<file path="src/tpd_pkg.sv">
// Shared constants and types of the triac/PWM driver
package tpd_pkg;

    // ****************************************
    // Register indices
    // ****************************************
    localparam logic [7:0] CFG_IRQ = 8'h00;
    localparam logic [7:0] CFG_PRESCALE_LOW = 8'h08;
    localparam logic [7:0] CFG_PRESCALE_HIGH = 8'h09;
    localparam logic [7:0] CFG_DRIVER = 8'h0a;
    localparam logic [7:0] CFG_WIDTH_HIGH = 8'h13;
    localparam logic [7:0] CFG_WIDTH_LOW = 8'h14;
    localparam logic [7:0] OUT_DUTY = 8'h09;
    localparam logic [7:0] IN_DUTY = 8'h11;

    // ****************************************
    // Field positions
    // ****************************************
    localparam int POLARITY_BIT = 0;
    localparam int MODE_LO_BIT = 2;
    localparam int MODE_HI_BIT = 3;
    localparam int CLOCK_SELECT_BIT = 4;
    localparam int COUNTER_GO_BIT = 5;
    localparam int SINGLE_SYNC_BIT = 6;
    localparam int DRIVER_RUN_BIT = 7;
    localparam int MASK_FALL_BIT = 3;
    localparam int MASK_RISE_BIT = 4;
    localparam int MASK_PULSE_BIT = 5;

    // ****************************************
    // Encodings, counts and reset values
    // ****************************************
    localparam logic [1:0] MODE_PWM = 2'b00;
    localparam logic [1:0] MODE_BURST = 2'b01;
    localparam logic [7:0] PERIOD_LAST = 8'hfe;
    localparam logic [7:0] DUTY_FULL = 8'hff;
    localparam logic [3:0] HALF_LAST = 4'hf;
    localparam logic [7:0] RST_CONFIG = 8'h00;
    localparam logic [7:0] RST_DUTY = 8'h00;
    localparam logic [15:0] RST_PRESCALE = 16'h0000;
    localparam logic [15:0] RST_WIDTH = 16'h0000;

    typedef enum logic [2:0] {
        PH_IDLE = 3'b001,
        PH_DELAY = 3'b010,
        PH_TRAIN = 3'b100
    } tpd_phase_type;

endpackage : tpd_pkg

</file>
<file path="src/tpd_driver.sv">
// Triac/PWM driver: registers, period wave, burst and phase-angle firing
`timescale 1ns/1ps
module tpd_driver (
    // Clock and reset
    input wire logic mclk,
    input wire logic rst_n,
    // Configuration register writes
    input wire logic cfg_wr,
    input wire logic [7:0] cfg_addr,
    input wire logic [7:0] cfg_wdata,
    // Output register writes
    input wire logic out_wr,
    input wire logic [7:0] out_addr,
    input wire logic [7:0] out_wdata,
    // Input register reads
    input wire logic [7:0] in_addr,
    output logic [7:0] in_rdata,
    // Mains synchronisation
    input wire logic mains_sync_a,
    input wire logic mains_sync_b,
    // Power switch drive
    output logic drive_out,
    output logic drive_out_oe,
    // Interrupt request
    output logic irq_out
);
    typedef struct packed {
        logic [7:0] driver_config;
        logic [7:0] irq_config;
        logic [15:0] prescale;
        logic [15:0] pulse_width_value;
        logic [7:0] duty_count;
        logic [7:0] duty_act;
        logic [7:0] tick_cnt;
        logic period_wave;
        logic sync_a_q;
        logic sync_b_q;
        tpd_pkg::tpd_phase_type phase;
        logic [3:0] half;
        logic drive;
        logic irq;
        logic [7:0] rdata;
    } tpd_state_type;

    tpd_state_type s_reg;
    tpd_state_type s_next;

    logic driver_run;
    logic counter_go;
    logic clock_select;
    logic pulse_polarity;
    logic single_sync_select;
    logic [1:0] mode;
    logic is_pwm;
    logic is_burst;
    logic is_phase;
    logic sync_b_sel;
    logic rise_a;
    logic fall_b;
    logic zero_cross;
    logic pre_clear;
    logic pre_en;
    logic pre_tick;
    logic pt_start;
    logic pt_busy;
    logic pt_done;
    logic ev_rise;
    logic ev_fall;
    logic ev_pulse;
    logic level;

    // ****************************************
    // Field decode
    // ****************************************
    assign driver_run = s_reg.driver_config[tpd_pkg::DRIVER_RUN_BIT];
    assign counter_go = s_reg.driver_config[tpd_pkg::COUNTER_GO_BIT];
    assign clock_select = s_reg.driver_config[tpd_pkg::CLOCK_SELECT_BIT];
    assign pulse_polarity = s_reg.driver_config[tpd_pkg::POLARITY_BIT];
    assign single_sync_select = s_reg.driver_config[tpd_pkg::SINGLE_SYNC_BIT];
    assign mode = s_reg.driver_config[tpd_pkg::MODE_HI_BIT:tpd_pkg::MODE_LO_BIT];
    assign is_pwm = (mode == tpd_pkg::MODE_PWM);
    assign is_burst = (mode == tpd_pkg::MODE_BURST);
    assign is_phase = mode[1];

    assign sync_b_sel = single_sync_select ? mains_sync_a : mains_sync_b;
    assign rise_a = mains_sync_a && !s_reg.sync_a_q;
    assign fall_b = s_reg.sync_b_q && !sync_b_sel;
    assign zero_cross = rise_a || fall_b;

    // ****************************************
    // Prescaler and pulse timer
    // ****************************************
    // source select, master clock or mains edges
    // a stopped PWM counter holds its count
    always_comb begin
        pre_en = driver_run && (!is_pwm || counter_go);
        if (!is_phase && clock_select) begin
            pre_en = pre_en && rise_a;
        end
    end
    // Phase delay restarts at a crossing seen in PH_IDLE
    assign pre_clear = !driver_run ||
        (is_phase && s_reg.phase == tpd_pkg::PH_IDLE && zero_cross);

    tpd_prescaler #(.PRE_W(16)) u_prescaler (
        .mclk(mclk),
        .rst_n(rst_n),
        .clear(pre_clear),
        .src_en(pre_en),
        .divisor(s_reg.prescale),
        .tick(pre_tick)
    );

    tpd_pulse_timer #(.WID_W(16)) u_pulse_timer (
        .mclk(mclk),
        .rst_n(rst_n),
        .clear(!driver_run),
        .start(pt_start),
        .width(s_reg.pulse_width_value),
        .busy(pt_busy),
        .done(pt_done)
    );

    // ****************************************
    // Next state
    // ****************************************
    always_comb begin
        s_next = s_reg;
        ev_rise = 1'b0;
        ev_fall = 1'b0;
        ev_pulse = 1'b0;
        pt_start = 1'b0;
        level = 1'b0;
        s_next.sync_a_q = mains_sync_a;
        s_next.sync_b_q = sync_b_sel;
        if (cfg_wr) begin
            unique case (cfg_addr)
                tpd_pkg::CFG_IRQ: s_next.irq_config = cfg_wdata;
                tpd_pkg::CFG_PRESCALE_LOW: s_next.prescale[7:0] = cfg_wdata;
                tpd_pkg::CFG_PRESCALE_HIGH: s_next.prescale[15:8] = cfg_wdata;
                tpd_pkg::CFG_DRIVER: s_next.driver_config = cfg_wdata;
                tpd_pkg::CFG_WIDTH_HIGH: s_next.pulse_width_value[15:8] = cfg_wdata;
                tpd_pkg::CFG_WIDTH_LOW: s_next.pulse_width_value[7:0] = cfg_wdata;
                default: ;
            endcase
        end
        if (out_wr && out_addr == tpd_pkg::OUT_DUTY) begin
            s_next.duty_count = out_wdata;
        end
        s_next.rdata = (in_addr == tpd_pkg::IN_DUTY) ? s_reg.duty_count : 8'h00;
        // run bit clear holds everything at rest
        if (!driver_run) begin
            s_next.tick_cnt = 8'h00;
            s_next.duty_act = s_reg.duty_count;
            s_next.period_wave = (s_reg.duty_count != 8'h00);
            s_next.phase = tpd_pkg::PH_IDLE;
            s_next.half = 4'h0;
        end else if (!is_phase) begin
            s_next.phase = tpd_pkg::PH_IDLE;
            if (pre_tick) begin
                if (s_reg.tick_cnt == tpd_pkg::PERIOD_LAST) begin
                    s_next.tick_cnt = 8'h00;
                    s_next.duty_act = s_reg.duty_count;
                    s_next.period_wave = (s_reg.duty_count != 8'h00);
                    ev_rise = 1'b1;
                    ev_fall = (s_reg.duty_count == 8'h00) ||
                        (s_reg.duty_count == tpd_pkg::DUTY_FULL);
                end else begin
                    s_next.tick_cnt = s_reg.tick_cnt + 8'h01;
                    if (s_reg.tick_cnt + 8'h01 == s_reg.duty_act) begin
                        s_next.period_wave = 1'b0;
                        ev_fall = 1'b1;
                    end
                end
            end
            // fire on each crossing in on-time
            // no pulse for zero width or duty
            if (is_burst && zero_cross && s_reg.period_wave &&
                s_reg.pulse_width_value != 16'h0000 && s_reg.duty_act != 8'h00) begin
                pt_start = 1'b1;
                ev_pulse = 1'b1;
            end
        end else begin
            ev_rise = rise_a;
            ev_fall = fall_b;
            unique case (s_reg.phase)
                tpd_pkg::PH_IDLE: begin
                    if (zero_cross) begin
                        s_next.phase = tpd_pkg::PH_DELAY;
                        s_next.tick_cnt = 8'h00;
                        s_next.duty_act = s_reg.duty_count;
                    end
                end
                tpd_pkg::PH_DELAY: begin
                    // delay of duty ticks, then eight pulses
                    if (s_reg.tick_cnt == s_reg.duty_act) begin
                        ev_pulse = 1'b1;
                        s_next.half = 4'h0;
                        if (s_reg.pulse_width_value != 16'h0000) begin
                            pt_start = 1'b1;
                            s_next.phase = tpd_pkg::PH_TRAIN;
                        end else begin
                            s_next.phase = tpd_pkg::PH_IDLE;
                        end
                    end else if (pre_tick) begin
                        s_next.tick_cnt = s_reg.tick_cnt + 8'h01;
                    end
                end
                tpd_pkg::PH_TRAIN: begin
                    if (pt_done) begin
                        if (s_reg.half == tpd_pkg::HALF_LAST) begin
                            s_next.phase = tpd_pkg::PH_IDLE;
                        end else begin
                            s_next.half = s_reg.half + 4'h1;
                            pt_start = 1'b1;
                        end
                    end
                end
                default: s_next.phase = tpd_pkg::PH_IDLE;
            endcase
        end
        if (is_pwm) begin
            level = s_reg.period_wave;
        end else if (is_burst) begin
            level = pt_busy;
        end else begin
            level = (s_reg.phase == tpd_pkg::PH_TRAIN) && !s_reg.half[0];
        end
        s_next.drive = driver_run && (level ^ pulse_polarity);
        s_next.irq = driver_run &&
            ((ev_fall && s_reg.irq_config[tpd_pkg::MASK_FALL_BIT]) ||
            (ev_rise && s_reg.irq_config[tpd_pkg::MASK_RISE_BIT]) ||
            (ev_pulse && s_reg.irq_config[tpd_pkg::MASK_PULSE_BIT]));
    end

    always_ff @(posedge mclk or negedge rst_n) begin
        if (!rst_n) begin
            s_reg <= '0;
            s_reg.driver_config <= tpd_pkg::RST_CONFIG;
            s_reg.duty_count <= tpd_pkg::RST_DUTY;
            s_reg.prescale <= tpd_pkg::RST_PRESCALE;
            s_reg.pulse_width_value <= tpd_pkg::RST_WIDTH;
            s_reg.phase <= tpd_pkg::PH_IDLE;
        end else begin
            s_reg <= s_next;
        end
    end

    // ****************************************
    // Outputs
    // ****************************************
    // pin floats while in reset
    assign drive_out_oe = driver_run;
    assign drive_out = s_reg.drive;
    assign irq_out = s_reg.irq;
    assign in_rdata = s_reg.rdata;
endmodule : tpd_driver

</file>
<file path="src/tpd_prescaler.sv">
// Divide-by-(N+1) prescaler giving a one-cycle tick
`timescale 1ns/1ps
module tpd_prescaler #(
    parameter int PRE_W = 16
) (
    // Clock and reset
    input wire logic mclk,
    input wire logic rst_n,
    // Control
    input wire logic clear,
    input wire logic src_en,
    input wire logic [PRE_W-1:0] divisor,
    // Output
    output logic tick
);
    typedef struct packed {
        logic [PRE_W-1:0] cnt;
    } tpd_pre_state_type;

    tpd_pre_state_type s_reg;
    tpd_pre_state_type s_next;

    assign tick = !clear && src_en && (s_reg.cnt == divisor);

    always_comb begin
        s_next = s_reg;
        if (clear || tick) begin
            s_next.cnt = '0;
        end else if (src_en) begin
            s_next.cnt = s_reg.cnt + {{(PRE_W-1){1'b0}}, 1'b1};
        end
    end

    always_ff @(posedge mclk or negedge rst_n) begin
        if (!rst_n) begin
            s_reg <= '0;
        end else begin
            s_reg <= s_next;
        end
    end
endmodule : tpd_prescaler

</file>
<file path="src/tpd_pulse_timer.sv">
// One-shot timer measured in master clock cycles
`timescale 1ns/1ps
module tpd_pulse_timer #(
    parameter int WID_W = 16
) (
    // Clock and reset
    input wire logic mclk,
    input wire logic rst_n,
    // Control
    input wire logic clear,
    input wire logic start,
    input wire logic [WID_W-1:0] width,
    // Status
    output logic busy,
    output logic done
);
    typedef struct packed {
        logic [WID_W-1:0] cnt;
    } tpd_pt_state_type;

    tpd_pt_state_type s_reg;
    tpd_pt_state_type s_next;

    assign busy = (s_reg.cnt != '0);
    assign done = (s_reg.cnt == {{(WID_W-1){1'b0}}, 1'b1});

    always_comb begin
        s_next = s_reg;
        if (clear) begin
            s_next.cnt = '0;
        end else if (start) begin
            s_next.cnt = width;
        end else if (busy) begin
            s_next.cnt = s_reg.cnt - {{(WID_W-1){1'b0}}, 1'b1};
        end
    end

    always_ff @(posedge mclk or negedge rst_n) begin
        if (!rst_n) begin
            s_reg <= '0;
        end else begin
            s_reg <= s_next;
        end
    end
endmodule : tpd_pulse_timer

</file>
<file path="config.mk">
export PLATFORM = sky130hd
export DESIGN_NAME = tpd_driver
export DESIGN_NICKNAME = d
export VERILOG_FILES = /design/src/tpd_pkg.sv /design/src/tpd_driver.sv /design/src/tpd_prescaler.sv /design/src/tpd_pulse_timer.sv
export SDC_FILE = /design/constraint.sdc
export NUM_CORES = 1
export LEC_CHECK = 0
export ABC_AREA = 1
export BUFFER_PORTS_ARGS = -buffer_cell sky130_fd_sc_hd__buf_2
export CAP_MARGIN = 20
export CORE_MARGIN = 3
export CORE_UTILIZATION = 55
export DETAILED_ROUTE_END_ITERATION = 16
export GPL_ROUTABILITY_DRIVEN = 0
export PLACE_DENSITY = 0.75
export SLEW_MARGIN = 10
export SYNTH_ARGS = -nofsm -noshare
export SYNTH_HDL_FRONTEND = slang
export SYNTH_SLANG_ARGS = --single-unit
</file>
<file path="constraint.sdc">
create_clock -name mclk -period 1.8 [get_ports mclk]
set_clock_uncertainty 0.05 [all_clocks]
set_input_delay 0.09 -clock mclk [delete_from_list [all_inputs] [get_ports mclk]]
set_output_delay 0.09 -clock mclk [all_outputs]
set_load 0.05 [all_outputs]
</file>
=== Yosys cells after proc, flatten, opt, wreduce, memory -nomap -nowiden ===
Cells that the tools add are included.

* $add $sub $neg: 4
* Multiply operators: 0
* Div/mod/pow operators: 0
* Order comparisons: 0
* Equality and inequality tests: 38
* Shift operators: 0
* Multiplexer cells: 54
* Bitwise gates (word level): 1
* Reductions and logical operators: 53

{| class="wikitable"
|+ Operators with widths
! kind !! number
|-
| 2-to-1 mux 16 bit || 7
|-
| 2-to-1 mux 8 bit || 5
|-
| 2-to-1 mux 17 bit || 2
|-
| equality test 8 x 4 -> 1 bit, second input constant || 4
|-
| nonzero test 16 bit || 2
|-
| 2-to-1 mux 1 bit || 26
|-
| equality test 8 x 5 -> 1 bit, second input constant || 3
|-
| 2-to-1 mux 7 bit || 3
|-
| logical AND 1 bit || 20
|-
| != test 4 bit, second input constant || 5
|-
| adder 16 x 1 -> 16 bit, second input constant || 1
|-
| equality test 16 x 1 -> 1 bit, second input constant || 1
|-
| equality test 16 bit || 1
|-
| equality test 8 bit || 2
|-
| equality test 8 bit, second input constant || 2
|-
| zero test 8 bit || 2
|-
| one-hot mux 8 bit (2 select lines) || 1
|-
| nonzero test 8 bit || 2
|-
| subtractor 16 x 1 -> 16 bit, second input constant || 1
|-
| 2-to-1 mux 3 bit || 4
|-
| != test 3 x 2 -> 1 bit, second input constant || 4
|-
| AND reduction 2 bit || 6
|-
| AND reduction 5 bit || 2
|-
| 2-to-1 mux 9 bit || 1
|-
| other kinds (24) || 43
|}

* Bits in registers: 122
* Bits in latches: 0
* Memory bits (writable): 0
* Memory bits (read-only): 0
* Input port bits: 46
* Logic and storage cells: 169
* Memories kept: 0

=== Longest topological paths before layout ===
* Word-level depth: 16
* Gate-level depth with buffers: 15

=== Hierarchy ===
Synthesis repeated with hierarchy kept, for this count alone.

* Cells, all modules: 900
* Area, all modules: 6931.6 um^2

{| class="wikitable"
|+ By module, submodules not included
! module !! instances !! cells an instance !! area each (um^2) !! sequential area each (um^2)
|-
| tpd_driver || 1 || 523 || 4394.2 || 2153.3
|-
| tpd_prescaler || 1 || 196 || 1285.0 || 400.4
|-
| tpd_pulse_timer || 1 || 181 || 1252.5 || 400.4
|}

=== Worst setup path after synthesis ===
No wires, ideal clock.

* Path kind: flip-flop to flip-flop
* From: register s_reg, in the netlist drive_out_oe
* To: register s_reg[27] (netlist name)
* Arrival: 1.749 ns
* Required time: 1.632 ns
* Setup slack: -0.117 ns
* Stages on the path, launching flop included: 10
* Path buffers: 2
* Path through: dfrtp_1 buf_2 nand4_1 nor2_2 nand3_4 nand2_2 nand2_4 buf_12 nand2_1 o21ai_2

* Cells in the longest elaborated chain, start to end: 7
* Elaborated cells between the ends (all ways): 15
* Those cells by class: 5 x eq/ne; 2 x mux; 8 x reduce/logical

{| class="wikitable"
|+ RTL lines
! element !! RTL line !! source
|-
| start, declared || tpd_driver.sv:45 || <nowiki>tpd_state_type s_reg;</nowiki>
|-
| start signal, assigned || tpd_driver.sv:245 || <nowiki>s_reg <= s_next;</nowiki>
|-
| logical AND 1 bit / zero test 1 bit (equally long branches) || -- ||
|-
| logical AND 1 bit / logical OR 1 bit (equally long branches) || tpd_driver.sv:98, tpd_driver.sv:102 ||
|-
| 2-to-1 mux 1 bit / zero test 1 bit (equally long branches) || tpd_driver.sv:97, tpd_prescaler.sv:23 ||
|-
| logical AND 1 bit (2 in series) || tpd_prescaler.sv:23 || <nowiki>assign tick = !clear && src_en && (s_reg.cnt == divisor);</nowiki>
|-
| != test 4 x 3 -> 1 bit (no line) / != test 3 x 2 -> 1 bit (equally long branches) || -- ||
|-
| AND reduction 5 bit (no line) || -- ||
|}

Several ways; a longest one is shown, not always the timed one.
A chain may end at the register's enable or synchronous reset.

=== Final worst setup path ===
* From: register u_prescaler.s_reg[8] (netlist name)
* To: register s_reg[32] (netlist name)

* Cells in the longest elaborated chain, start to end: 4

{| class="wikitable"
|+ RTL lines
! element !! RTL line !! source
|-
| start, declared || tpd_prescaler.sv:20 || <nowiki>tpd_pre_state_type s_reg;</nowiki>
|-
| start signal, assigned || tpd_prescaler.sv:38 || <nowiki>s_reg <= s_next;</nowiki>
|-
| equality test 16 bit || tpd_prescaler.sv:23 ||
|-
| logical AND 1 bit || tpd_prescaler.sv:23 ||
|-
| != test 3 x 2 -> 1 bit (no line) || -- ||
|-
| AND reduction 4 bit (no line) || -- ||
|}

No other way between the ends.

==> metrics.md <==
| Metric | Value |
|---|---|
| Max-cap violations | 0 |
| Die width | 119 microns |
| IO Port Bufs | 56 |
| Post-route minimum period | 1.86 ns |
| R2R cell count | 7 |
| Initial DRC Count | 492 |
| Crit path max fanout | 7 |
| Post-place setup slack | -0.0226 ns |
| Vias in the first global route | 6,193 |
| CTS tree | yes |
| Placed insts | 1,169 |
| Clock H-tree levels | 4 |
| Switch share | 27.2% |
| Hpwl dp | 12,200 microns |
| Die area | 14,100 sq um |
| Routed WL per cell | 14.7 microns |
| Commonest non-fill, non-tap cells in the layout | 232 x nand2_1, 114 x dfrtp_1, 100 x inv_1 |
| Required time worst endpoint | 2.11 ns |
| Nets | 1,103 |
| Setup CP Type | reg2reg |
| Layout cells sized above 1 | 30.3% |
| Failing checks | negative setup slack |
| Worst min-delay path startpoint | cfg_wdata[4] |
| R2r setup slk | -0.06 ns |
| Area grow syn2layout | 28.0% |
| Hold Path Depth | 3 |
| Commonest non-fill, non-tap cell in the layout | nand2_1 |
| Synth top area cells | dfrtp_1 42%, nand2_1 13%, inv_1 5.7% |
| Setup Viol. Count Final | 9 |
| Root buffer cell | clkbuf_16 |
| Synth Instances | 903 |
| Max reg flops | 70 |
| Sequential share of power | 38.6% |
| Clk_lat worst skew | 0.43 ns |
| Post-synth top area cell | dfrtp_1 |
| Power Total | 7.36 mW |
| Critical path arrival | 2.17 ns |
| Gr ovfl total | 0 |
| Status | finished, violations left |
| DRC viols | 0 |
| Synth Register Bits | 118 |
| Rel. slew slack | 62.7% |
| Initial antenna violation count | 0 |
| IO Pins | 57 |
| Hold crit path type | in2reg |
| Post-synth top area share | 41.8% |
| Worst R2R Start | u_prescaler.s_reg[8] |
| CTS Buf Count | 17 |
| Vias per inst | 5.26 |
| Clock Power Share | 44.9% |
| Chip height | 119 microns |
| Unrepaired setup endpoints after global routing | yes |
| Peak Freq | 0.538 GHz |
| N_diodes | 0 |
| Worst Hold Slack | 0.00605 ns |
| Syn. warnings | 0 |
| Initial Util | 57.4% |
| First-pass DRT Iterations | 5 |
| Worst setup EP type | register |
| Sequential element share of the synthesized area | 42.1% |
| Comb pwr share | 16.5% |
| Routed vias | 6,479 |
| Critical R2R Capture | s_reg[32] |
| Setup TNS after final layout | -0.335 ns |
| Core Region | 12,200 sq um |
| Final period util | 103% |
| Net switching power | 2.00 mW |
| Int Pwr | 5.36 mW |
| Worst setup path end | s_reg[32] |
| All-layer global routing usage | 25.6% |
| Slew @ Worst Pin | 0.557 ns |
| Clk sinks | 118 |
| Power Density | 820 nW/um^2 |
| PnR worst setup slack | -0.0576 ns |
| Leakage | 4.55 nW |
| Worst-path clk slew | 0.05 ns |
| Maximum vdd drop | 0.000826 V |
| Row Count | 40 |
| Syn_nets | 955 |
| Mapped Avg Cell Area | 7.76 sq um |
| Clock Path Buffers | 2 |
| Crit path from | u_prescaler.s_reg[8] |
| Fin. Hold Viols | 0 |
| Mapped Area | 7010 sq um |
| Antenna Nets Post-Route | 0 |
| Post-synth cell types | 54 |
| Pin count of the biggest net entering global routing | 37 |
| Slew Limit Fails | 0 |
| Non-filler cells, final | 1,232 |
| Routed WL | 18,100 microns |
| First-pass GRT wire length | 29,200 microns |
| Critical Path Start Type | register |
==> through the flow <==
stage / instance area [sq um] / util, %
CTS: 8650 / 70.9
global route: 8980 / 73.5
global placement: 7860 / 64.4
detailed placement: 7860 / 64.4
floorplan: 7010 / -
finish: 8980 / 73.5
==> final cells by class <==
| cell class | count | area (sq um) |
|---|---|---|
| clock buffers | 25 | 515 |
| clock inverters | 7 | 66.3 |
| fillers | 945 | 3230 |
| inverters | 124 | 468 |
| multi-input cells | 636 | 3640 |
| flip-flops and latches | 118 | 2960 |
| well taps | 168 | 210 |
| repair buffers | 154 | 1120 |
==> repair_timing <==
item	4_1_cts	5_1_grt
cloned	1	0
hold buffers	16	0
endpoints found under the setup margin	27	46
resized for setup	8	68
hold endpoints to repair	146	0
setup buffers	1	13
pin swaps	3	39
==> synth_stat cells, drive strengths merged <==
master  count
xor2       24
a21boi      1
o22ai       2
nor3       23
dfstp       1
o21ai      67
o21a        4
nor3b       4
dfrtp     117
inv       124
o211ai      2
nand3      56
or2         5
mux2        8
clkbuf      5
nor4        8
o31ai       2
nand3b      5
and3        1
xnor2       7
nand2     261
nor2      104
o311ai      1
a211oi      3
ha          6
buf        21
a21oi      14
nand4      27
==> power groups by stage <==
stage,clock network (mW),registers [mW],logic (mW)
after floorplan,0,2.86,0.659
after global placement,0,2.88,1.04
after detailed placement,0,2.88,1.04
after CTS,3.33,2.83,1.10
after global routing,3.44,2.85,1.34
final,3.30,2.84,1.22
==> worst min path at each step <==
| stage | endpoint |
|---|---|
| global placement | s_reg[33] |
| floorplan | clock_select |
| CTS | s_reg[72] |
| global route | drive_out_oe |
| detailed placement | in_rdata[0] |
| finish | s_reg[72] |
==> logic make-up (layout without fill, tap and decap cells) <==
family / Yosys count / after routing / share of synthesized area, %
flip-flops: 118 / 118 / 42.1
buffers and inverters: 150 / 310 / 9.74
XOR/XNOR: 31 / 31 / 3.98
AO/OA/AOI/OAI: 96 / 96 / 8.39
multiplexers: 8 / 8 / 1.28
adder cells (fa/ha/maj): 6 / 6 / 1.07
AND/OR/NAND/NOR: 494 / 495 / 33.4
==> per-layer routing <==
metal	share of wire (%)	track usage (%)
met5	0	0
met4	2.6	9.92
met3	5.0	5.08
met2	49	42.9
met1	43	32.9
==> critical path, cell delays in order (launching register included) <==
cell and delay, ns:
dfrtp_1 0.43, xnor2_1 0.26, nand3b_1 0.12, nor3b_1 0.36, nand3_1 0.21, nand2_2 0.18
nand4_1 0.11, nand2_1 0.08
No activity file was read; power rests on OpenSTA's default activity.
